===== config.mk =====
export PLATFORM = sky130hd
export DESIGN_NAME = tss_scan_top
export DESIGN_NICKNAME = d
export VERILOG_FILES = /design/src/core/tss_pkg.sv /design/src/core/tss_scan_top.sv
export VERILOG_INCLUDE_DIRS = /design/src /design/src/core
export SDC_FILE = /design/constraint.sdc
export NUM_CORES = 1
export LEC_CHECK = 0
export BUFFER_PORTS_ARGS = -buffer_cell sky130_fd_sc_hd__buf_2
export CORE_AREA = 2 2 183 185
export DETAILED_ROUTE_END_ITERATION = 10
export DIE_AREA = 0 0 185 187
export PLACE_DENSITY = 0.66
export SETUP_SLACK_MARGIN = 0.15
export SLEW_MARGIN = 25
export SYNTH_ARGS = -nofsm -noshare
export SYNTH_HDL_FRONTEND = slang
export SYNTH_SLANG_ARGS = --single-unit

===== constraint.sdc =====
create_clock -name clk -period 3.4 [get_ports clk]
set_input_delay 0.85 -clock clk [delete_from_list [all_inputs] [get_ports clk]]
set_output_delay 0.85 -clock clk [all_outputs]
set_load 0.03 [all_outputs]

===== src/core/tss_scan_map.svh =====
// Purpose: register map, fields, commands and timing of the touch scan sequencer
// Assumes: 50 MHz core clock, 32-bit AXI4-Lite register words
// Notes: cycle counts are derived from times in ns and the clock rate
// Functional notes
// - touch pulls pen interrupt output low
// - coordinate-only scan ends after X stored
// - pressure scan adds two pressure conversions after X
// - X/Y scan time: 2.5us lead plus stages
// - X/Y/Z scan time: 4.75us lead plus stages
// - host-started mode: no self start after touch
// - host-stepped: drivers, host delay, then convert
// - stepped conversion: 2.125us lead plus stages
// - first temperature: low bias, one conversion
// - differential temperature: second conversion, 82x bias
// - averaging stores only the averaged value
// - self-run checks touch after Y, then X
// - falling result-ready edge marks completed results
// - results right-justified, upper bits zero
`ifndef TSS_SCAN_MAP_SVH
`define TSS_SCAN_MAP_SVH
// register byte offsets
`define TSS_CTRL_OFS 8'h00
`define TSS_SETTLE_OFS 8'h04
`define TSS_STS_OFS 8'h08
`define TSS_MASK_OFS 8'h0c
`define TSS_RES_BASE 8'h10
`define TSS_RES_LAST 8'h24
// control fields
`define TSS_CTRL_AUTO_BIT 4
`define TSS_CTRL_Z_BIT 5
`define TSS_CTRL_AVG_LSB 6
// status fields
`define TSS_STS_TOUCH_BIT 0
`define TSS_STS_DONE_BIT 1
`define TSS_STS_BUSY_BIT 8
`define TSS_STS_PEN_BIT 9
// reset values
`define TSS_CTRL_RST 32'h0000_0000
`define TSS_SETTLE_RST 32'h0004_0064
`define TSS_MASK_RST 32'h0000_0000
// commands in control bits 3:0
`define TSS_CMD_SCAN_XY 4'h1
`define TSS_CMD_SCAN_XYZ 4'h2
`define TSS_CMD_ONE_X 4'h3
`define TSS_CMD_ONE_Y 4'h4
`define TSS_CMD_ONE_Z 4'h5
`define TSS_CMD_DRV_X 4'h6
`define TSS_CMD_DRV_Y 4'h7
`define TSS_CMD_DRV_Z 4'h8
`define TSS_CMD_CONV 4'h9
`define TSS_CMD_TEMP_SINGLE_RESULT 4'ha
`define TSS_CMD_TEMP_DIFF_RESULT 4'hb
`define TSS_CMD_DRV_OFF 4'hc
// timing
`define TSS_ADC_BITS 12
`define TSS_CLK_MHZ 50
`define TSS_LEAD_XY_NS 2500
`define TSS_LEAD_XYZ_NS 4750
`define TSS_LEAD_ONE_NS 2125
`define TSS_CONV_OH_NS 4400
`define TSS_LEAD_XY_CYC ((`TSS_LEAD_XY_NS * `TSS_CLK_MHZ + 999) / 1000)
`define TSS_LEAD_XYZ_CYC ((`TSS_LEAD_XYZ_NS * `TSS_CLK_MHZ + 999) / 1000)
`define TSS_LEAD_ONE_CYC ((`TSS_LEAD_ONE_NS * `TSS_CLK_MHZ + 999) / 1000)
`define TSS_CONV_OH_CYC ((`TSS_CONV_OH_NS * `TSS_CLK_MHZ + 999) / 1000)
`endif


===== src/core/tss_pkg.sv =====
// Purpose: types of the touch scan sequencer
// Assumes: nothing beyond the map header
// Notes: channel codes double as result register index
package tss_pkg;
  typedef enum logic [2:0] {ST_IDLE, ST_LEAD, ST_SETTLE, ST_OH, ST_CONV, ST_STORE} tss_state_e;
  typedef enum logic [2:0] {CH_X, CH_Y, CH_Z1, CH_Z2, CH_T1, CH_T2} tss_ch_e;
endpackage : tss_pkg


===== src/core/tss_scan_top.sv =====
// Purpose: touch panel and temperature scan sequencer with AXI4-Lite registers
// Assumes: pen_touch, conv_clk and adc_data arrive from outside the clock domain
// Notes: one sequence at a time; commands during a sequence are dropped
//
// Implementation choices: register access over AXI4-Lite and the address map.
`timescale 1ns/10ps
`include "tss_scan_map.svh"
module tss_scan_top
  import tss_pkg::*;
(
  // clock and reset
  input wire logic clk,
  input wire logic srst,
  // axi4-lite write
  input wire logic [7:0] awaddr,
  input wire logic awvalid,
  output logic awready,
  input wire logic [31:0] wdata,
  input wire logic [3:0] wstrb,
  input wire logic wvalid,
  output logic wready,
  output logic [1:0] bresp,
  output logic bvalid,
  input wire logic bready,
  // axi4-lite read
  input wire logic [7:0] araddr,
  input wire logic arvalid,
  output logic arready,
  output logic [31:0] rdata,
  output logic [1:0] rresp,
  output logic rvalid,
  input wire logic rready,
  // panel and converter
  input wire logic pen_touch,
  input wire logic conv_clk,
  input wire logic [11:0] adc_data,
  output logic drv_x,
  output logic drv_y,
  output logic drv_z,
  output logic temp_bias_lo,
  output logic temp_bias_hi,
  output logic adc_sample,
  // host signalling
  output logic pen_touch_irq_n,
  output logic result_ready_n,
  output logic irq
);
  localparam logic [16:0] LEAD_XY = 17'(`TSS_LEAD_XY_CYC);
  localparam logic [16:0] LEAD_XYZ = 17'(`TSS_LEAD_XYZ_CYC);
  localparam logic [16:0] LEAD_ONE = 17'(`TSS_LEAD_ONE_CYC);
  localparam logic [16:0] OH_CYC = 17'(`TSS_CONV_OH_CYC);
  localparam logic [3:0] LAST_EDGE = 4'(`TSS_ADC_BITS - 1);

  // pin synchronisers; first stages feed only second stages
  logic [2:0] touch_sq;
  logic [2:0] cclk_sq;
  logic [11:0] adc_m;
  logic [11:0] adc_s;
  always_ff @(posedge clk)
  begin
    if (srst)
    begin
      touch_sq <= 3'h0;
      cclk_sq <= 3'h0;
      adc_m <= 12'h000;
      adc_s <= 12'h000;
    end
    else
    begin
      touch_sq <= {touch_sq[1:0], pen_touch};
      cclk_sq <= {cclk_sq[1:0], conv_clk};
      adc_m <= adc_data;
      adc_s <= adc_m;
    end
  end
  logic touch_s;
  logic touch_rise;
  logic conv_rise;
  assign touch_s = touch_sq[1];
  assign touch_rise = touch_sq[1] & ~touch_sq[2];
  assign conv_rise = cclk_sq[1] & ~cclk_sq[2];

  function automatic logic [31:0] merge(input logic [31:0] o, input logic [31:0] n,
                                        input logic [3:0] s);
    logic [31:0] r;
    r = o;
    for (int b = 0; b < 4; b++)
      if (s[b])
        r[b*8 +: 8] = n[b*8 +: 8];
    return r;
  endfunction : merge

  function automatic logic settles(input tss_ch_e c);
    return (c == CH_X) || (c == CH_Y) || (c == CH_Z1);
  endfunction : settles

  // bus state
  logic aw_hold_q, aw_hold_d, w_hold_q, w_hold_d;
  logic [7:0] wa_q, wa_d;
  logic [31:0] wd_q, wd_d;
  logic [3:0] ws_q, ws_d;
  logic awready_q, awready_d, wready_q, wready_d, bvalid_q, bvalid_d;
  logic arready_q, arready_d, rvalid_q, rvalid_d;
  logic [1:0] bresp_q, bresp_d, rresp_q, rresp_d;
  logic [31:0] rdata_q, rdata_d;
  logic [31:0] ctrl_q, ctrl_d, settle_q, settle_d, mask_q, mask_d, sts_q, sts_d;
  logic irq_q, irq_d;
  logic cmd_stb, rd_res_stb;
  logic [3:0] cmd_val;
  // sequencer state
  tss_state_e state_q, state_d;
  tss_ch_e ch_q, ch_d;
  logic [16:0] cnt_q, cnt_d;
  logic [3:0] avg_q, avg_d, edg_q, edg_d;
  logic [14:0] acc_q, acc_d;
  logic scan_q, scan_d, zw_q, zw_d, td_q, td_d;
  logic [2:0] hdrv_q, hdrv_d;
  logic [15:0] res_q [6];
  logic [15:0] res_d [6];
  logic done_pulse;
  logic rdy_n_q, rdy_n_d, pen_n_q;
  logic [2:0] drv_q, drv_d;
  logic blo_q, blo_d, bhi_q, bhi_d, smp_q, smp_d;

  // bus slave; write address and data may come in either order
  always_comb
  begin
    logic [7:0] ra;
    logic hit;
    ra = araddr;
    hit = 1'b0;
    aw_hold_d = aw_hold_q;
    w_hold_d = w_hold_q;
    wa_d = wa_q;
    wd_d = wd_q;
    ws_d = ws_q;
    bvalid_d = bvalid_q;
    bresp_d = bresp_q;
    arready_d = arready_q;
    rvalid_d = rvalid_q;
    rresp_d = rresp_q;
    rdata_d = rdata_q;
    ctrl_d = ctrl_q;
    settle_d = settle_q;
    mask_d = mask_q;
    sts_d = sts_q;
    cmd_stb = 1'b0;
    cmd_val = 4'h0;
    rd_res_stb = 1'b0;
    if (awvalid && awready_q)
    begin
      aw_hold_d = 1'b1;
      wa_d = awaddr;
    end
    if (wvalid && wready_q)
    begin
      w_hold_d = 1'b1;
      wd_d = wdata;
      ws_d = wstrb;
    end
    if (bvalid_q && bready)
      bvalid_d = 1'b0;
    if (aw_hold_q && w_hold_q && !bvalid_q)
    begin
      aw_hold_d = 1'b0;
      w_hold_d = 1'b0;
      bvalid_d = 1'b1;
      bresp_d = 2'b00;
      if (wa_q == `TSS_CTRL_OFS)
      begin
        ctrl_d = merge(ctrl_q, wd_q, ws_q);
        cmd_stb = ws_q[0] && (wd_q[3:0] != 4'h0);
        cmd_val = wd_q[3:0];
        ctrl_d[3:0] = 4'h0; // command field is a trigger, reads back zero
      end
      else if (wa_q == `TSS_SETTLE_OFS)
        settle_d = merge(settle_q, wd_q, ws_q);
      else if (wa_q == `TSS_STS_OFS)
        sts_d = sts_q & ~(merge(32'h0, wd_q, ws_q) & 32'h0000_0003);
      else if (wa_q == `TSS_MASK_OFS)
        mask_d = merge(mask_q, wd_q, ws_q) & 32'h0000_0003;
      else if (wa_q >= `TSS_RES_BASE && wa_q <= `TSS_RES_LAST && wa_q[1:0] == 2'b00)
        bresp_d = 2'b00; // results are read-only, writes dropped
      else
        bresp_d = 2'b10;
    end
    // set wins over a same-cycle clear
    if (touch_rise)
      sts_d[`TSS_STS_TOUCH_BIT] = 1'b1;
    if (done_pulse)
      sts_d[`TSS_STS_DONE_BIT] = 1'b1;
    irq_d = |(sts_d[1:0] & mask_d[1:0]);
    if (rvalid_q && rready)
    begin
      rvalid_d = 1'b0;
      arready_d = 1'b1;
    end
    if (arvalid && arready_q)
    begin
      arready_d = 1'b0;
      rvalid_d = 1'b1;
      rresp_d = 2'b00;
      rdata_d = 32'h0;
      if (ra == `TSS_CTRL_OFS)
        rdata_d = ctrl_q;
      else if (ra == `TSS_SETTLE_OFS)
        rdata_d = settle_q;
      else if (ra == `TSS_STS_OFS)
      begin
        rdata_d = sts_q;
        rdata_d[`TSS_STS_BUSY_BIT] = (state_q != ST_IDLE);
        rdata_d[`TSS_STS_PEN_BIT] = touch_s;
      end
      else if (ra == `TSS_MASK_OFS)
        rdata_d = mask_q;
      else if (ra >= `TSS_RES_BASE && ra <= `TSS_RES_LAST && ra[1:0] == 2'b00)
        hit = 1'b1;
      else
        rresp_d = 2'b10;
      if (hit)
      begin
        rdata_d = {16'h0000, res_q[3'(ra[7:2] - 6'h04)]};
        rd_res_stb = 1'b1;
      end
    end
    awready_d = !aw_hold_d && !bvalid_d;
    wready_d = !w_hold_d && !bvalid_d;
    arready_d = !rvalid_d; // next read waits until the answer is taken
  end

  always_ff @(posedge clk)
  begin
    if (srst)
    begin
      aw_hold_q <= 1'b0;
      w_hold_q <= 1'b0;
      wa_q <= 8'h00;
      wd_q <= 32'h0;
      ws_q <= 4'h0;
      awready_q <= 1'b0;
      wready_q <= 1'b0;
      bvalid_q <= 1'b0;
      bresp_q <= 2'b00;
      arready_q <= 1'b0;
      rvalid_q <= 1'b0;
      rresp_q <= 2'b00;
      rdata_q <= 32'h0;
      ctrl_q <= `TSS_CTRL_RST;
      settle_q <= `TSS_SETTLE_RST;
      mask_q <= `TSS_MASK_RST;
      sts_q <= 32'h0;
      irq_q <= 1'b0;
    end
    else
    begin
      aw_hold_q <= aw_hold_d;
      w_hold_q <= w_hold_d;
      wa_q <= wa_d;
      wd_q <= wd_d;
      ws_q <= ws_d;
      awready_q <= awready_d;
      wready_q <= wready_d;
      bvalid_q <= bvalid_d;
      bresp_q <= bresp_d;
      arready_q <= arready_d;
      rvalid_q <= rvalid_d;
      rresp_q <= rresp_d;
      rdata_q <= rdata_d;
      ctrl_q <= ctrl_d;
      settle_q <= settle_d;
      mask_q <= mask_d;
      sts_q <= sts_d;
      irq_q <= irq_d;
    end
  end

  // scan sequencer
  always_comb
  begin
    logic start;
    logic [16:0] lead;
    logic [1:0] alog;
    logic [3:0] navg_m1;
    tss_ch_e sc;
    start = 1'b0;
    lead = LEAD_ONE;
    sc = CH_Y;
    alog = ctrl_q[`TSS_CTRL_AVG_LSB +: 2];
    navg_m1 = 4'((4'h1 << alog) - 4'h1);
    state_d = state_q;
    ch_d = ch_q;
    cnt_d = cnt_q;
    avg_d = avg_q;
    acc_d = acc_q;
    edg_d = edg_q;
    scan_d = scan_q;
    zw_d = zw_q;
    td_d = td_q;
    hdrv_d = hdrv_q;
    res_d = res_q;
    done_pulse = 1'b0;
    rdy_n_d = rdy_n_q;
    if (rd_res_stb)
      rdy_n_d = 1'b1;
    case (state_q)
      ST_IDLE:
      begin
        scan_d = 1'b0;
        zw_d = 1'b0;
        td_d = 1'b0;
        if (cmd_stb) // commands only land while idle
        begin
          case (cmd_val)
            `TSS_CMD_SCAN_XY:
            begin
              start = 1'b1;
              scan_d = 1'b1;
              lead = LEAD_XY;
            end
            `TSS_CMD_SCAN_XYZ:
            begin
              start = 1'b1;
              scan_d = 1'b1;
              zw_d = 1'b1;
              lead = LEAD_XYZ;
            end
            `TSS_CMD_ONE_X:
            begin
              start = 1'b1;
              sc = CH_X;
            end
            `TSS_CMD_ONE_Y:
              start = 1'b1;
            `TSS_CMD_ONE_Z:
            begin
              start = 1'b1;
              sc = CH_Z1;
            end
            `TSS_CMD_DRV_X:
              hdrv_d = 3'b001;
            `TSS_CMD_DRV_Y:
              hdrv_d = 3'b010;
            `TSS_CMD_DRV_Z:
              hdrv_d = 3'b100;
            `TSS_CMD_DRV_OFF:
              hdrv_d = 3'b000;
            `TSS_CMD_CONV:
            begin
              // convert the axis the host already drives
              start = (hdrv_q != 3'b000);
              sc = hdrv_q[0] ? CH_X : (hdrv_q[1] ? CH_Y : CH_Z1);
            end
            `TSS_CMD_TEMP_SINGLE_RESULT:
            begin
              start = 1'b1;
              sc = CH_T1;
            end
            `TSS_CMD_TEMP_DIFF_RESULT:
            begin
              start = 1'b1;
              sc = CH_T1;
              td_d = 1'b1;
            end
            default:
              start = 1'b0;
          endcase
        end
        else if (ctrl_q[`TSS_CTRL_AUTO_BIT] && touch_rise)
        begin
          start = 1'b1;
          scan_d = 1'b1;
          zw_d = ctrl_q[`TSS_CTRL_Z_BIT];
          lead = ctrl_q[`TSS_CTRL_Z_BIT] ? LEAD_XYZ : LEAD_XY;
        end
        if (start)
        begin
          state_d = ST_LEAD;
          ch_d = sc;
          cnt_d = lead;
          acc_d = 15'h0000;
          avg_d = 4'h0;
          edg_d = 4'h0;
          rdy_n_d = 1'b1;
        end
      end
      ST_LEAD:
      begin
        cnt_d = cnt_q - 17'h00001;
        if (cnt_q == 17'h00000)
        begin
          state_d = settles(ch_q) ? ST_SETTLE : ST_OH;
          cnt_d = settles(ch_q) ? ({1'b0, settle_q[15:0]} + {1'b0, settle_q[31:16]}) : OH_CYC;
        end
      end
      ST_SETTLE, ST_OH:
      begin
        cnt_d = cnt_q - 17'h00001;
        if (cnt_q == 17'h00000)
        begin
          state_d = (state_q == ST_SETTLE) ? ST_OH : ST_CONV;
          cnt_d = OH_CYC;
          edg_d = 4'h0;
        end
      end
      ST_CONV:
      begin
        // conversion spans one sampled converter clock edge per bit
        if (conv_rise)
        begin
          edg_d = edg_q + 4'h1;
          if (edg_q == LAST_EDGE)
          begin
            edg_d = 4'h0;
            acc_d = acc_q + {3'b000, adc_s};
            if (avg_q == navg_m1)
              state_d = ST_STORE;
            else
            begin
              avg_d = avg_q + 4'h1;
              state_d = ST_OH;
              cnt_d = OH_CYC;
            end
          end
        end
      end
      ST_STORE:
      begin
        res_d[ch_q] = {4'h0, 12'(acc_q >> alog)};
        acc_d = 15'h0000;
        avg_d = 4'h0;
        state_d = ST_IDLE;
        if (ch_q == CH_Y && scan_q && touch_s)
          ch_d = CH_X;
        else if (ch_q == CH_X && scan_q && zw_q)
          ch_d = CH_Z1;
        else if (ch_q == CH_Z1)
          ch_d = CH_Z2;
        else if (ch_q == CH_T1 && td_q)
          ch_d = CH_T2;
        else
        begin
          done_pulse = 1'b1;
          rdy_n_d = 1'b0;
        end
        if (!done_pulse)
        begin
          state_d = settles(ch_d) ? ST_SETTLE : ST_OH;
          cnt_d = settles(ch_d) ? ({1'b0, settle_q[15:0]} + {1'b0, settle_q[31:16]}) : OH_CYC;
        end
      end
      default:
        state_d = ST_IDLE;
    endcase
    // axis drive follows the running channel, otherwise the host's choice
    drv_d = hdrv_d;
    if (state_d != ST_IDLE)
      drv_d = (ch_d == CH_X) ? 3'b001 : (ch_d == CH_Y) ? 3'b010 :
              (ch_d == CH_Z1 || ch_d == CH_Z2) ? 3'b100 : 3'b000;
    blo_d = (state_d != ST_IDLE) && (ch_d == CH_T1);
    bhi_d = (state_d != ST_IDLE) && (ch_d == CH_T2);
    smp_d = (state_d == ST_CONV);
  end

  always_ff @(posedge clk)
  begin
    if (srst)
    begin
      state_q <= ST_IDLE;
      ch_q <= CH_Y;
      cnt_q <= 17'h00000;
      avg_q <= 4'h0;
      acc_q <= 15'h0000;
      edg_q <= 4'h0;
      scan_q <= 1'b0;
      zw_q <= 1'b0;
      td_q <= 1'b0;
      hdrv_q <= 3'b000;
      for (int i = 0; i < 6; i++)
        res_q[i] <= 16'h0000;
      rdy_n_q <= 1'b1;
      pen_n_q <= 1'b1;
      drv_q <= 3'b000;
      blo_q <= 1'b0;
      bhi_q <= 1'b0;
      smp_q <= 1'b0;
    end
    else
    begin
      state_q <= state_d;
      ch_q <= ch_d;
      cnt_q <= cnt_d;
      avg_q <= avg_d;
      acc_q <= acc_d;
      edg_q <= edg_d;
      scan_q <= scan_d;
      zw_q <= zw_d;
      td_q <= td_d;
      hdrv_q <= hdrv_d;
      res_q <= res_d;
      rdy_n_q <= rdy_n_d;
      pen_n_q <= ~touch_s;
      drv_q <= drv_d;
      blo_q <= blo_d;
      bhi_q <= bhi_d;
      smp_q <= smp_d;
    end
  end

  // outputs straight from flip-flops
  assign awready = awready_q;
  assign wready = wready_q;
  assign bvalid = bvalid_q;
  assign bresp = bresp_q;
  assign arready = arready_q;
  assign rvalid = rvalid_q;
  assign rresp = rresp_q;
  assign rdata = rdata_q;
  assign irq = irq_q;
  assign pen_touch_irq_n = pen_n_q;
  assign result_ready_n = rdy_n_q;
  assign drv_x = drv_q[0];
  assign drv_y = drv_q[1];
  assign drv_z = drv_q[2];
  assign temp_bias_lo = blo_q;
  assign temp_bias_hi = bhi_q;
  assign adc_sample = smp_q;
endmodule : tss_scan_top


After elaboration in Yosys (flattened, before gate mapping). Index checks and enable logic that the tools add are counted.

Register bits after elaboration: 368. Output and inout bits: 50.

Add/sub/neg operators: 7. Magnitude comparators: 7. Equal/unequal tests: 42. Shift-type cells: 2. Multiplexer cells: 138. Bitwise gates (word level): 12. Reductions and logical operators: 67.

Operators by type and width (count): 17-bit 2-to-1 mux (10); 32-bit 2-to-1 mux (4); 96-bit bitwise mux (1); 17-bit one-hot mux with 5 select lines (1); 3-bit 2-to-1 mux (20); 2-bit 2-to-1 mux (29); 16-bit binary-select mux with 3-bit select (1); 16-bit demux with 3-bit select (1); 16-bit 2-to-1 mux (3); 15-bit 2-to-1 mux (3); 15-bit one-hot mux with 3 select lines (1); 1-bit 2-to-1 mux (44); 4-bit 2-to-1 mux (9); 32-bit AND (1); 8-bit by 4-bit equality test with 1-bit output (second input constant) (4); 2-bit inverter with 32-bit output (1); 4-bit AND reduction (7); 4-bit equality test (second input constant) (6); 3-bit one-hot mux with 4 select lines (2); 4-bit one-hot mux with 3 select lines (2); 1-bit logical AND (23); 3-bit by 2-bit equality test with 1-bit output (second input constant) (6); 3-bit equality test (second input constant) (6); 16-bit by 16-bit adder with 17-bit output (1); other kinds (41) (89).

Depth between registers and ports, before layout. Gate-level depths: netlist of the first run.

Depth in word-level cells: 17. Mapped depth: 10.

Worst setup path after synthesis of the first run. Ideal clock, no wire load.

Kind: input-to-reg. Start: input port araddr[7]. End: register rdata_q[16] (netlist: rdata[16]). Setup time: 0.078 ns. Arrival: 2.749 ns. Slack: 0.573 ns. Stages on the path: 8. Buffers on the path: 3. Path through: or4_1 > or3_1 > clkbuf_1 > nor2b_1 > clkbuf_1 > buf_1 > a221oi_1 > nor3_1.

Word-level cells in the longest chain between the ends: 10. Elaborated cells on any way between the ends: 18.

Ends and longest elaborated chain: from (decl) (line tss_scan_top.sv:26) `input wire logic [7:0] araddr,`; 8-bit by 5-bit >= comparator with 1-bit output (no line) / 8-bit by 6-bit <= comparator with 1-bit output (equally long branches); 1-bit logical AND (no line); 1-bit logical AND (line tss_scan_top.sv:216) `` else if (ra >= `TSS_RES_BASE && ra <= `TSS_RES_LAST && ra[1:0] == 2'b00) ``; 1-bit 2-to-1 mux (line tss_scan_top.sv:216); 1-bit 2-to-1 mux (line tss_scan_top.sv:214) `` else if (ra == `TSS_MASK_OFS) ``; 1-bit 2-to-1 mux (line tss_scan_top.sv:208) `` else if (ra == `TSS_STS_OFS) ``; 1-bit 2-to-1 mux (line tss_scan_top.sv:206) `` else if (ra == `TSS_SETTLE_OFS) ``; 1-bit 2-to-1 mux (line tss_scan_top.sv:204) `` if (ra == `TSS_CTRL_OFS) ``; 1-bit 2-to-1 mux (line tss_scan_top.sv:198) `if (arvalid && arready_q)`; 32-bit 2-to-1 mux (*) (line tss_scan_top.sv:220) `if (hit)`; to (signal assigned) (line tss_scan_top.sv:268) `rdata_q <= rdata_d;`; to (decl) (line tss_scan_top.sv:105) `logic [31:0] rdata_q, rdata_d;`.

Every way passes the cells marked *; elsewhere a longest branch is shown, timed or not. The select of a mux whose other input is x is not followed. A chain may end at the register's enable or synchronous reset.

Worst setup path after layout of the first run.
Start: register wa_q[7]. End: register cnt_q[0].

Word-level cells in the longest chain between the ends: 10. Elaborated cells on any way between the ends: 23.

Ends and longest elaborated chain: from (decl) (line tss_scan_top.sv:99) `logic [7:0] wa_q, wa_d;`; from (signal assigned) (line tss_scan_top.sv:258) `wa_q <= wa_d;`; 8-bit logical NOT (no line) (*); 4-bit 2-to-1 mux (line tss_scan_top.sv:169) `` if (wa_q == `TSS_CTRL_OFS) ``; 4-bit 2-to-1 mux (line tss_scan_top.sv:163) `if (aw_hold_q && w_hold_q && !bvalid_q)`; 4-bit equality test, or another cell as far along (line tss_scan_top.sv:313) `case (cmd_val)`; 7-bit OR reduction (no line); 1-bit one-hot mux with 2 select lines (line tss_scan_top.sv:313); 1-bit 2-to-1 mux (line tss_scan_top.sv:311) `if (cmd_stb)`; 1-bit 2-to-1 mux (line tss_scan_top.sv:305) `case (state_q)`; 2-bit != test (no line); 6-bit AND reduction (no line); to (signal assigned) (line tss_scan_top.sv:491) `cnt_q <= cnt_d;`; to (decl) (line tss_scan_top.sv:113) `logic [16:0] cnt_q, cnt_d;`.

Marks and branches as above.

==> results of run 1 <==
-- state kept, by name (all words and copies together), names as in the netlist, 2 cells and up --
signal    count
wd_q         32
adc_m        12
adc_s        12
settle_q     32
ch_q          3
res_q        72
drv_q         3
wa_q          8
cclk_sq       3
touch_sq      3
hdrv_q        3
state_q       3
ws_q          4
rdata        32
ctrl_q       28
mask_q        2
cnt_q        17
acc_q        15
edg_q         4
sts_q         2
avg_q         4
-- worst reg2reg max path, cell delays in order (launching register included) --
cell and delay, ns:
dfxtp_1 0.33, nor4_4 0.42, nand4_1 0.51, nor3_2 0.56, a211o_1 0.35, or2_1 0.36
or3_1 0.18, a21oi_1 0.05
-- path summary, 6_finish.rpt --
check | from | endpoint | slack [ns] | depth (start not counted)
setup / recovery | wa_q[7] | cnt_q[0] | 0.50 | 7
hold / removal | adc_m[1] | adc_s[1] | 0.43 | 1
setup reg to reg | wa_q[7] | cnt_q[0] | 0.50 | 7
hold reg to reg | adc_m[1] | adc_s[1] | 0.43 | 1
-- kinds of logic after synthesis --
logic type	count (synthesis)
DFF	312
and+or+nand+nor	694
xor gates and xnor gates	32
muxes	113
adders and majority gates	33
buffers and inverters	131
other	1
AOI/OAI and AO/OA	366
-- metal layers --
layer,wire (um),up-vias
met1,17500,6082
li1,-,6119
met4,1380,0
met3,2130,98
met5,0,-
met2,19100,414
-- per-stage QoR --
step / hold WS (ns) / instance area (um2) / setup slack, ns / total power [uW]
after global placement: 0.423 / 15500 / 0.417 / 4480
after CTS: 0.435 / 16600 / 0.443 / 8270
after global routing: 0.447 / 16700 / 0.246 / 8500
final: 0.431 / 16700 / 0.499 / 8210
after detailed placement: 0.422 / 15500 / 0.371 / 4490
after floorplan: 0.414 / 14500 / 0.573 / 4290
-- layout by cell type, fill, tap and decap left out, drive strengths merged, types with 10 or more instances in the layout --
cell type,n
a211oi,21
a21oi,164
a221oi,23
buf,154
clkbuf,57
dfxtp,312
ha,31
inv,21
mux2i,87
mux4,24
nand2,263
nand2b,13
nand3,44
nor2,185
nor2b,43
nor3,60
nor4,16
o21ai,51
o31ai,10
or2,11
or3,11
xnor2,11
xor2,21
-- what timing repair did --
action,4_1_cts,5_1_grt
buffers inserted,0,3
setup endpoints to repair,0,2
hold endpoints to repair,0,0
-- report_power, final --
| part | leakage (uW) | total [uW] | switching, uW | internal (uW) |
|---|---|---|---|---|
| Sequential | 0.00253 | 3810 | 71.8 | 3740 |
| Combinational | 0.00330 | 615 | 403 | 212 |
| Clock | 0.000573 | 3780 | 1500 | 2280 |
| Total | 0.00640 | 8210 | 1980 | 6230 |
-- layout make-up --
| type | instances | area [um2] | share of cell area (%) |
|---|---|---|---|
| Multi-Input combinational cell | 1240 | 7730 | 46.4 |
| Sequential cell | 312 | 6250 | 37.5 |
| Clock buffer | 57 | 1090 | 6.55 |
| Timing Repair Buffer | 154 | 891 | 5.34 |
| Tap cell | 448 | 561 | 3.36 |
| Inverter | 21 | 78.8 | 0.473 |
| Clock inverter | 7 | 71.3 | 0.428 |
==> flow_summary_export.csv, run 1 <==
group,metric,value,unit
routing,route.detailed.drc,0,
worst_setup_path,cp_top_family,"simple AND/OR/NAND/NOR gates",
synth,synth_edf_count,0,
routing,antenna_violating_nets_post_route,0,
die,floorplan.initialDensity,44.1,%
routing,avgRoutedWirePerCell,17.9,um
timing,post-route-min-period,2.90,ns
die,design.die.area,0.0346,mm2
global_route,grt_first_pass_wirelength,65.2,mm
global_route,use_met1,30.8,%
clock_network,htreeDepth,2,
synth,synthTopCellsByCount,"312 x dfxtp_1, 263 x nand2_1, 184 x nor2_1",
clock_network,ctsHoldBuffers,0,
synth,synthesis_warning_total,0,
routing,drt-total-wl,40.2,mm
layout,stdcell_count,2239,
worst_setup_path,timing.setup.critical_path_class,"register to register",
worst_setup_path,critPathLaunchType,"register",
worst_setup_path,cp_num_buf_inv,0,
worst_hold_path,hold_path.class,"register to register",
die,ioPinCount,123,
routing,drt-vias-per-instance,5.68,
clock_network,clock_sinks,312,
timing,min_period_over_period,85.3,%
worst_setup_path,setup.worst_path.end_class,"register",
synth,post-synth-top-area-cell,"dfxtp_1",
synth,synth_area_per_cell,8.61,um2
placement,buffer_ports.inserted,120,
global_route,grt.met3_usage,2.96,%
synth,synth_top_cells_by_area,"dfxtp_1 43%, nand2_1 6.8%, mux2i_1 6.0%",
timing,finalClockSkew,0.0347,ns
routing,detail_route.first_pass.iterations,8,
timing,maxSlewViolCount,0,
global_route,global_route.usage.total,23.2,%
synth,synth.lib_cells_used.distinct,81,
power_and_ir_drop,vdd_ir_drop_max,0.000360,V
routing,drt_iter0_drc,1089,
clock_network,ctsRootBufferMaster,"clkbuf_16",
layout,fin_nets,1872,
layout,final_core_util,50.7,%
power_and_ir_drop,pwr_density_cell,492,mW/mm2
worst_setup_path,required,3.73,ns
synth,ys.flop_type,"dfxtp_1",
global_route,vias_in_the_first_global_route,12300,
layout,layout-area-overhead-vs-synth,15.1,%
die,fp.dieH,187,um
synth,synth_fa_ha_area_share,2.95,%
placement,post-dp-hpwl,27.9,mm
timing,fmax,345,MHz
synth,synth_largest_type_area_fraction,43.1,%
synth,asyncSetResetFlopFracSynth,0,%
clock_network,clk-insertion-delay-late,0.52,ns
layout,num_antenna_cells,0,
timing,fin_tns_setup,0,ns
timing,rsz0062_at_grt,"no",
layout,fillerInstances,3163,
global_route,grt_overflow,0,
placement,place.gp.congestion,0.901,
synth,synthMostInstantiatedCell,"dfxtp_1",
die,row_count,67,
clock_network,clkSlewWorstSetupHoldPaths,0.05,ns
synth,synth_compound_area_share,16.3,%
timing,max_slew.worst_pin.slew,0.870,ns
global_route,met2_usage,38.8,%
synth,post_synth_and_or_nand_nor_area_fraction,22.1,%
synth,synthesis_stage_register_bit_count,312,
clock_network,cts-buffers-inserted,37,
status,outcome,"finished clean",
timing,final-hold-violation-count,0,
clock_network,cts_tree,"built",
worst_setup_path,worst_path_arrival_time,3.23,ns
global_route,antenna_found_initial,0,
worst_setup_path,worst-path-max-fanout,10,
synth,yosys-mux-area-fraction,9.90,%
timing,final-setup-viol-count,0,
synth,seq_area_frac_synth,43.1,%
synth,yosys.area_share.xor_xnor,1.94,%
routing,route.vias.total,12700,
die,die_width,185,um
synth,mappedNetlistArea,0.0145,mm2
placement,post-place-cells,2172,
synth,synth_top_family_by_area,"simple AND/OR/NAND/NOR gates",
global_route,grt_max_degree,134,
timing,max-slew-margin-rel,42.0,%
flow_run,max_cap_viol,0,
clock_network,clockBufferDepth,3,
worst_setup_path,crit_path_slowest_cell,"nor3_2",
worst_setup_path,timing.critical_path.slowest_cell_delay,0.55,ns
layout,final_layout_size_suffix_gt1_share,14.6,%
synth,synthesis.instances,1682,
clock_network,ctsResizeCount,0,
worst_setup_path,crit_chain,"nor4_4 > nand4_1 > nor3_2 > a211o_1 > or2_1 > or3_1 > a21oi_1",
global_route,grt-busiest-layer,"met2",
power_and_ir_drop,static-leakage-power,0.00640,uW
die,placeableCoreArea,0.0329,mm2
No activity file was read; power rests on OpenSTA's default activity.
==> run 2: changes to the inputs <==
--- a/config.mk
+++ b/config.mk
@@ -8,6 +8,7 @@
 export LEC_CHECK = 0
 export BUFFER_PORTS_ARGS = -buffer_cell sky130_fd_sc_hd__buf_2
 export CORE_AREA = 2 2 183 185
+export CTS_BUF_LIST = sky130_fd_sc_hd__clkbuf_8 sky130_fd_sc_hd__clkbuf_16
 export DETAILED_ROUTE_END_ITERATION = 10
 export DIE_AREA = 0 0 185 187
 export PLACE_DENSITY = 0.66
==> run 2 against run 1 <==
First-iteration DRC count rose by 9.1%. Count of clock-buffer cells in the layout shrank 12. Sequential power about the same. Power is 0.43% lower. Critical path depth unchanged. Fmax about the same. Via count about the same. Clock skew about the same. Setup slack got worse by 0.0022 ns. Die area is the same. Sequential share of layout area unchanged. Critical endpoint unchanged. Largest cell class unchanged.
==> flow_summary_export.csv, run 2 (synthesis results as in run 1) <==
group,metric,value,unit
layout,num_antenna_cells,0,
flow_run,max_cap_viol,0,
layout,layout-area-overhead-vs-synth,15.1,%
layout,fin_nets,1872,
timing,final-setup-viol-count,0,
layout,largest_register,"res_q",
status,outcome,"finished clean",
clock_network,cts-buffers-inserted,37,
routing,avgRoutedWirePerCell,17.9,um
die,design.die.area,0.0346,mm2
timing,setup_ws_post_layout,0.497,ns
power_and_ir_drop,pwr_density_cell,490,mW/mm2
routing,route.detailed.drc,0,
clock_network,ctsResizeCount,0,
worst_hold_path,hold_start,"adc_m[1]",
die,ioPinCount,123,
timing,post-route-min-period,2.90,ns
timing,min_period_over_period,85.4,%
die,row_count,67,
clock_network,ctsHoldBuffers,0,
global_route,grt_overflow,0,
power_and_ir_drop,vdd_ir_drop_max,0.000360,V
clock_network,cts_setup_buffers,0,
placement,place.gp.congestion,0.901,
clock_network,ctsRootBufferMaster,"clkbuf_16",
placement,buffer_ports.inserted,120,
die,die_width,185,um
routing,drt-total-wl,40.2,mm
layout,fillerInstances,3163,
timing,fmax,344,MHz
global_route,antenna_found_initial,0,
timing,max-slew-margin-rel,41.8,%
worst_setup_path,reg_to_reg_critical_path_startpoint,"wa_q[7]",
clock_network,htreeDepth,2,
timing,worst_hold_slack,0.431,ns
layout,largest_register_ffs,72,
global_route,grt_first_pass_wirelength,65.2,mm
placement,dp_worst_setup_slack,0.371,ns
die,floorplan.initialDensity,44.1,%
routing,antenna_violating_nets_post_route,0,
die,fp.dieH,187,um
clock_network,clock_sinks,312,
timing,fin_tns_setup,0,ns
global_route,vias_in_the_first_global_route,12300,
die,placeableCoreArea,0.0329,mm2
worst_setup_path,worst-path-max-fanout,10,
worst_setup_path,setup.worst_path.end_class,"register",
worst_setup_path,worst_path_arrival_time,3.24,ns
layout,final_core_util,50.7,%
global_route,grt_max_degree,134,
timing,max_slew.worst_pin.slew,0.873,ns
clock_network,cts_tree,"built",
worst_setup_path,startpoint,"wa_q[7]",
global_route,global_route.usage.total,23.2,%
layout,layout_commonest_cell,"dfxtp_1",
layout,layout_common_cells,"312 x dfxtp_1, 262 x nand2_1, 184 x nor2_1",
worst_setup_path,timing.setup.critical_path_class,"register to register",
placement,post-dp-hpwl,27.9,mm
power_and_ir_drop,static-leakage-power,0.00645,uW
worst_hold_path,hold_path.class,"register to register",
routing,drt-vias-per-instance,5.68,
clock_network,clk-insertion-delay-late,0.52,ns
clock_network,clkSlewWorstSetupHoldPaths,0.05,ns
timing,finalClockSkew,0.0344,ns
timing,rsz0062_at_grt,"no",
worst_setup_path,critPathLaunchType,"register",
clock_network,clockBufferDepth,3,
routing,route.vias.total,12700,
layout,final_layout_size_suffix_gt1_share,14.6,%
worst_setup_path,required,3.73,ns
timing,maxSlewViolCount,0,
timing,final-hold-violation-count,0,
routing,detail_route.first_pass.iterations,5,
routing,drt_iter0_drc,1188,
==> run 2: changes by cell type in the layout (fill, tap and decap cells not counted) <==
cell,change
clkbuf_1,-12
inv_1,+12
==> run 2: layer usage <==
layer	track usage [%]	wire, um
met5	0	0
met1	30.8	17500
met2	38.8	19100
met3	2.96	2160
met4	8.09	1320
==> run 2: critical path, cell delays in order (launching register included) <==
cell and delay (ns):
dfxtp_1 0.33, nor4_4 0.41, nand4_1 0.50, nor3_2 0.57, a211o_1 0.35, or2_1 0.35
or3_1 0.17, a21oi_1 0.05
==> run 2: cell type report <==
type / instances / area [um2] / share of cell area, %
tap: 448 / 561 / 3.36
clock inverter: 19 / 116 / 0.698
timing repair buffer: 154 / 891 / 5.34
multi-input combinational: 1240 / 7730 / 46.4
inverter: 21 / 78.8 / 0.473
clock buffer: 45 / 1050 / 6.28
sequential: 312 / 6250 / 37.5
==> run 2: stage by stage <==
stage | instance area, um2 | cells | power (uW)
finish | 16700 | 2239 | 8170
global route | 16700 | 2239 | 8470
CTS | 16600 | 2236 | 8240
detailed placement | 15500 | 2172 | 4490
global placement | 15500 | 2172 | 4480
floorplan | 14500 | 1683 | 4290
==> run 2: worst paths after layout <==
kind,slack [ns],cells past startpoint,endpoint
max,0.50,7,cnt_q[0]
min,0.43,1,adc_s[1]
max reg2reg,0.50,7,cnt_q[0]
min reg2reg,0.43,1,adc_s[1]
==> run 2: where the power goes <==
part / internal (uW) / switching (uW)
combinational: 212 / 403
clock: 2240 / 1500
sequential: 3740 / 71.7
total: 6190 / 1980
==> run 3: changes to the inputs <==
--- a/config.mk
+++ b/config.mk
@@ -6,13 +6,15 @@
 export SDC_FILE = /design/constraint.sdc
 export NUM_CORES = 1
 export LEC_CHECK = 0
+export ABC_AREA = 1
 export BUFFER_PORTS_ARGS = -buffer_cell sky130_fd_sc_hd__buf_2
 export CORE_AREA = 2 2 183 185
 export CTS_BUF_LIST = sky130_fd_sc_hd__clkbuf_8 sky130_fd_sc_hd__clkbuf_16
 export DETAILED_ROUTE_END_ITERATION = 10
 export DIE_AREA = 0 0 185 187
-export PLACE_DENSITY = 0.66
+export PLACE_DENSITY = 0.67
 export SETUP_SLACK_MARGIN = 0.15
+export SKIP_CTS_REPAIR_TIMING = 1
 export SLEW_MARGIN = 25
 export SYNTH_ARGS = -nofsm -noshare
 export SYNTH_HDL_FRONTEND = slang
==> constraint.sdc (replaced) <==
create_clock -name clk -period 3.4 [get_ports clk]
set_input_delay 0.85 -clock clk [delete_from_list [all_inputs] [get_ports clk]]
set_output_delay 0.85 -clock clk [all_outputs]
set_load 0.005 [all_outputs]
==> run 3 against run 2 <==
Critical path depth up 6. Highest routed layer unchanged. Global-route usage rose by 1.0 points. Wire length increased by 5.5%. Sequential cell count unchanged. Synthesized area is 0.64% higher. Critical path type unchanged. Final area increased by 0.88%. Clock skew fell by 0.0029 ns. Synthesized cell count rose by 19%.
==> flow_summary_export.csv, run 3 <==
group,metric,value,unit
status,outcome,"finished clean",
timing,finalClockSkew,0.0315,ns
timing,fin_tns_setup,0,ns
worst_setup_path,crit_chain,"nor2_2 > nand2_2 > nor2_4 > inv_2 > nor3_4 > nand2_1 > nor2_2 > nand2_1 > a32oi_1 > nor2_1 > inv_1 > nor2_1 > o21bai_1",
worst_hold_path,hold_start,"adc_m[6]",
die,design.die.area,0.0346,mm2
clock_network,clock_sinks,312,
routing,route.detailed.drc,0,
timing,fmax,346,MHz
synth,mappedNetlistArea,0.0146,mm2
global_route,grt_max_degree,77,
power_and_ir_drop,switching_share,22.7,%
layout,largest_register,"res_q",
synth,synthMostInstantiatedCell,"nand2_1",
placement,post-dp-hpwl,30.2,mm
global_route,antenna_found_initial,0,
worst_setup_path,worst-path-max-fanout,17,
timing,max-slew-margin-rel,33.9,%
synth,post-synth-top-area-cell,"dfxtp_1",
worst_setup_path,worst_path_arrival_time,3.25,ns
synth,seq_area_frac_synth,42.9,%
layout,layout_common_cells,"320 x nand2_1, 312 x dfxtp_1, 255 x o21ai_0",
synth,synthTopCellsByCount,"321 x nand2_1, 312 x dfxtp_1, 255 x o21ai_0",
flow_run,max_cap_viol,0,
die,placeableCoreArea,0.0329,mm2
timing,rsz0062_at_grt,"no",
timing,min_period_over_period,84.9,%
global_route,grt_overflow,0,
synth,synth_edf_count,0,
timing,final-setup-viol-count,0,
layout,layout_commonest_cell,"nand2_1",
synth,synth_area_per_cell,7.31,um2
worst_setup_path,timing.critical_path.slowest_cell_delay,0.41,ns
worst_setup_path,cp_top_family,"simple AND/OR/NAND/NOR gates",
worst_setup_path,rr_endpoint,"drv_q[1]",
synth,synth_top_cells_by_area,"dfxtp_1 43%, o21ai_0 8.8%, a21oi_1 8.7%",
layout,layout-area-overhead-vs-synth,15.4,%
layout,largest_register_ffs,72,
layout,fillerInstances,3276,
timing,final-hold-violation-count,0,
synth,asyncSetResetFlopFracSynth,0,%
worst_setup_path,setup.worst_path.end_class,"register",
layout,fin_nets,2191,
placement,place.gp.congestion,0.879,
worst_hold_path,hold_path.class,"register to register",
die,row_count,67,
clock_network,cts_tree,"built",
die,ioPinCount,123,
synth,ys.flop_type,"dfxtp_1",
routing,drt-vias-per-instance,5.41,
synth,synth.lib_cells_used.distinct,61,
global_route,grt_first_pass_wirelength,67.6,mm
global_route,vias_in_the_first_global_route,12900,
clock_network,clk-insertion-delay-late,0.53,ns
worst_hold_path,worstHoldEndpoint,"adc_s[6]",
clock_network,clkSlewWorstSetupHoldPaths,0.06,ns
synth,synthesis.instances,1995,
worst_hold_path,min_delay_path_depth,2,
clock_network,cts-buffers-inserted,35,
worst_setup_path,timing.setup.critical_path_class,"register to register",
global_route,global_route.usage.total,24.2,%
clock_network,ctsRootBufferMaster,"clkbuf_16",
routing,detail_route.first_pass.iterations,5,
power_and_ir_drop,netSwitchingPower,1850,uW
worst_setup_path,cp_num_buf_inv,2,
placement,buffer_ports.inserted,120,
worst_setup_path,critPathLaunchType,"register",
routing,route.vias.total,13800,
synth,synthesis_warning_total,0,
die,floorplan.initialDensity,44.3,%
power_and_ir_drop,vdd_ir_drop_max,0.000466,V
synth,synth_largest_type_area_fraction,42.9,%
clock_network,clockBufferDepth,3,
worst_setup_path,worstSetupPathDepth,13,
power_and_ir_drop,pwr_density_cell,485,mW/mm2
routing,antenna_violating_nets_post_route,0,
worst_setup_path,reg2reg_setup_slack,0.51,ns
die,die_width,185,um
timing,max_slew.worst_pin.slew,0.981,ns
routing,drt_iter0_drc,1039,
timing,worst_hold_slack,0.395,ns
power_and_ir_drop,static-leakage-power,0.00712,uW
clock_network,htreeDepth,2,
die,fp.dieH,187,um
layout,num_antenna_cells,0,
power_and_ir_drop,share_comb_of_total_power,4.9,%
routing,drt-total-wl,42.3,mm
worst_setup_path,crit_path_slowest_cell,"nor2_4",
worst_setup_path,r2r.worst_path.cells,13,
power_and_ir_drop,power_report.internal_total,6310,uW
power_and_ir_drop,pwr-share-clk,49.0,%
synth,synthesis_stage_register_bit_count,312,
timing,post-route-min-period,2.89,ns
worst_setup_path,required,3.76,ns
power_and_ir_drop,sequentialPowerShare,46.0,%
worst_setup_path,reg_to_reg_critical_path_startpoint,"wa_q[7]",
layout,final_layout_size_suffix_gt1_share,12.6,%
routing,avgRoutedWirePerCell,16.6,um
timing,maxSlewViolCount,0,
run 3: cell types whose count changed in the layout (fill, tap and decap cells not counted), moves of 14 or more:
cell,delta
inv_1,+177
nor3_1,-33
nand3_1,+14
nand4_1,+19
mux2i_1,-87
nor2b_1,-42
o21ai_0,+214
mux4_2,-24
a21oi_1,+91
nand2_1,+58
run 3: worst register-to-register path, delay by kind of cell, from the launching register on:
family / cells / cell delay [ns]
buf+inv: 2 / 0.25
flops: 1 / 0.31
compound gates: 2 / 0.39
simple gates: 9 / 1.78
run 3: worst max-delay path by stage:
stage / start / end / slack (ns)
after floorplan: araddr[4] / rdata[8] / 0.98
after global placement: araddr[7] / rdata[0] / 0.59
after detailed placement: araddr[7] / rdata[0] / 0.51
after CTS: wa_q[7] / drv_q[1] / 0.56
after global routing: bvalid / acc_q[13] / 0.31
final: wa_q[7] / drv_q[1] / 0.51
run 3: per-layer routing:
metal  GRT usage, %  vias to the layer above  wire length [um]
met4           7.23                        0              1070
met5              0                        -                 0
met2           38.1                      392             19100
li1               -                     6889                 -
met3           3.02                       66              2440
met1           34.7                     6487             19700
run 3: power groups by stage:
stage	Combinational, uW	Sequential, uW	Clock (uW)
after floorplan	266	3820	0
after global placement	393	3840	0
after detailed placement	401	3840	0
after CTS	403	3760	4090
after global routing	446	3760	4220
final	404	3760	4000
run 3: per-stage QoR:
stage | power, uW | util, % | setup WS, ns | area, um2 | instances
floorplan | 4090 | - | 0.985 | 14600 | 1996
global placement | 4230 | 47.4 | 0.592 | 15600 | 2496
detailed placement | 4240 | 47.4 | 0.509 | 15600 | 2496
CTS | 8250 | 51.2 | 0.559 | 16800 | 2555
global route | 8430 | 51.2 | 0.307 | 16800 | 2555
finish | 8170 | 51.2 | 0.514 | 16800 | 2555
run 3: cell type report:
type	count	area [um2]	area share [%]
clock inverter	13	176	1.05
multi-input combinational	1375	7150	42.5
tap	448	561	3.33
timing repair buffer	147	831	4.94
inverter	214	806	4.79
clock buffer	46	1050	6.24
sequential	312	6250	37.1
run 3: kinds of logic after synthesis:
family | share of synthesized area [%]
compound gates | 24.3
xor+xnor | 1.50
fa+ha+maj | 2.94
buf+inv | 8.34
flops | 42.9
other cells | 0.0257
simple gates | 20.0
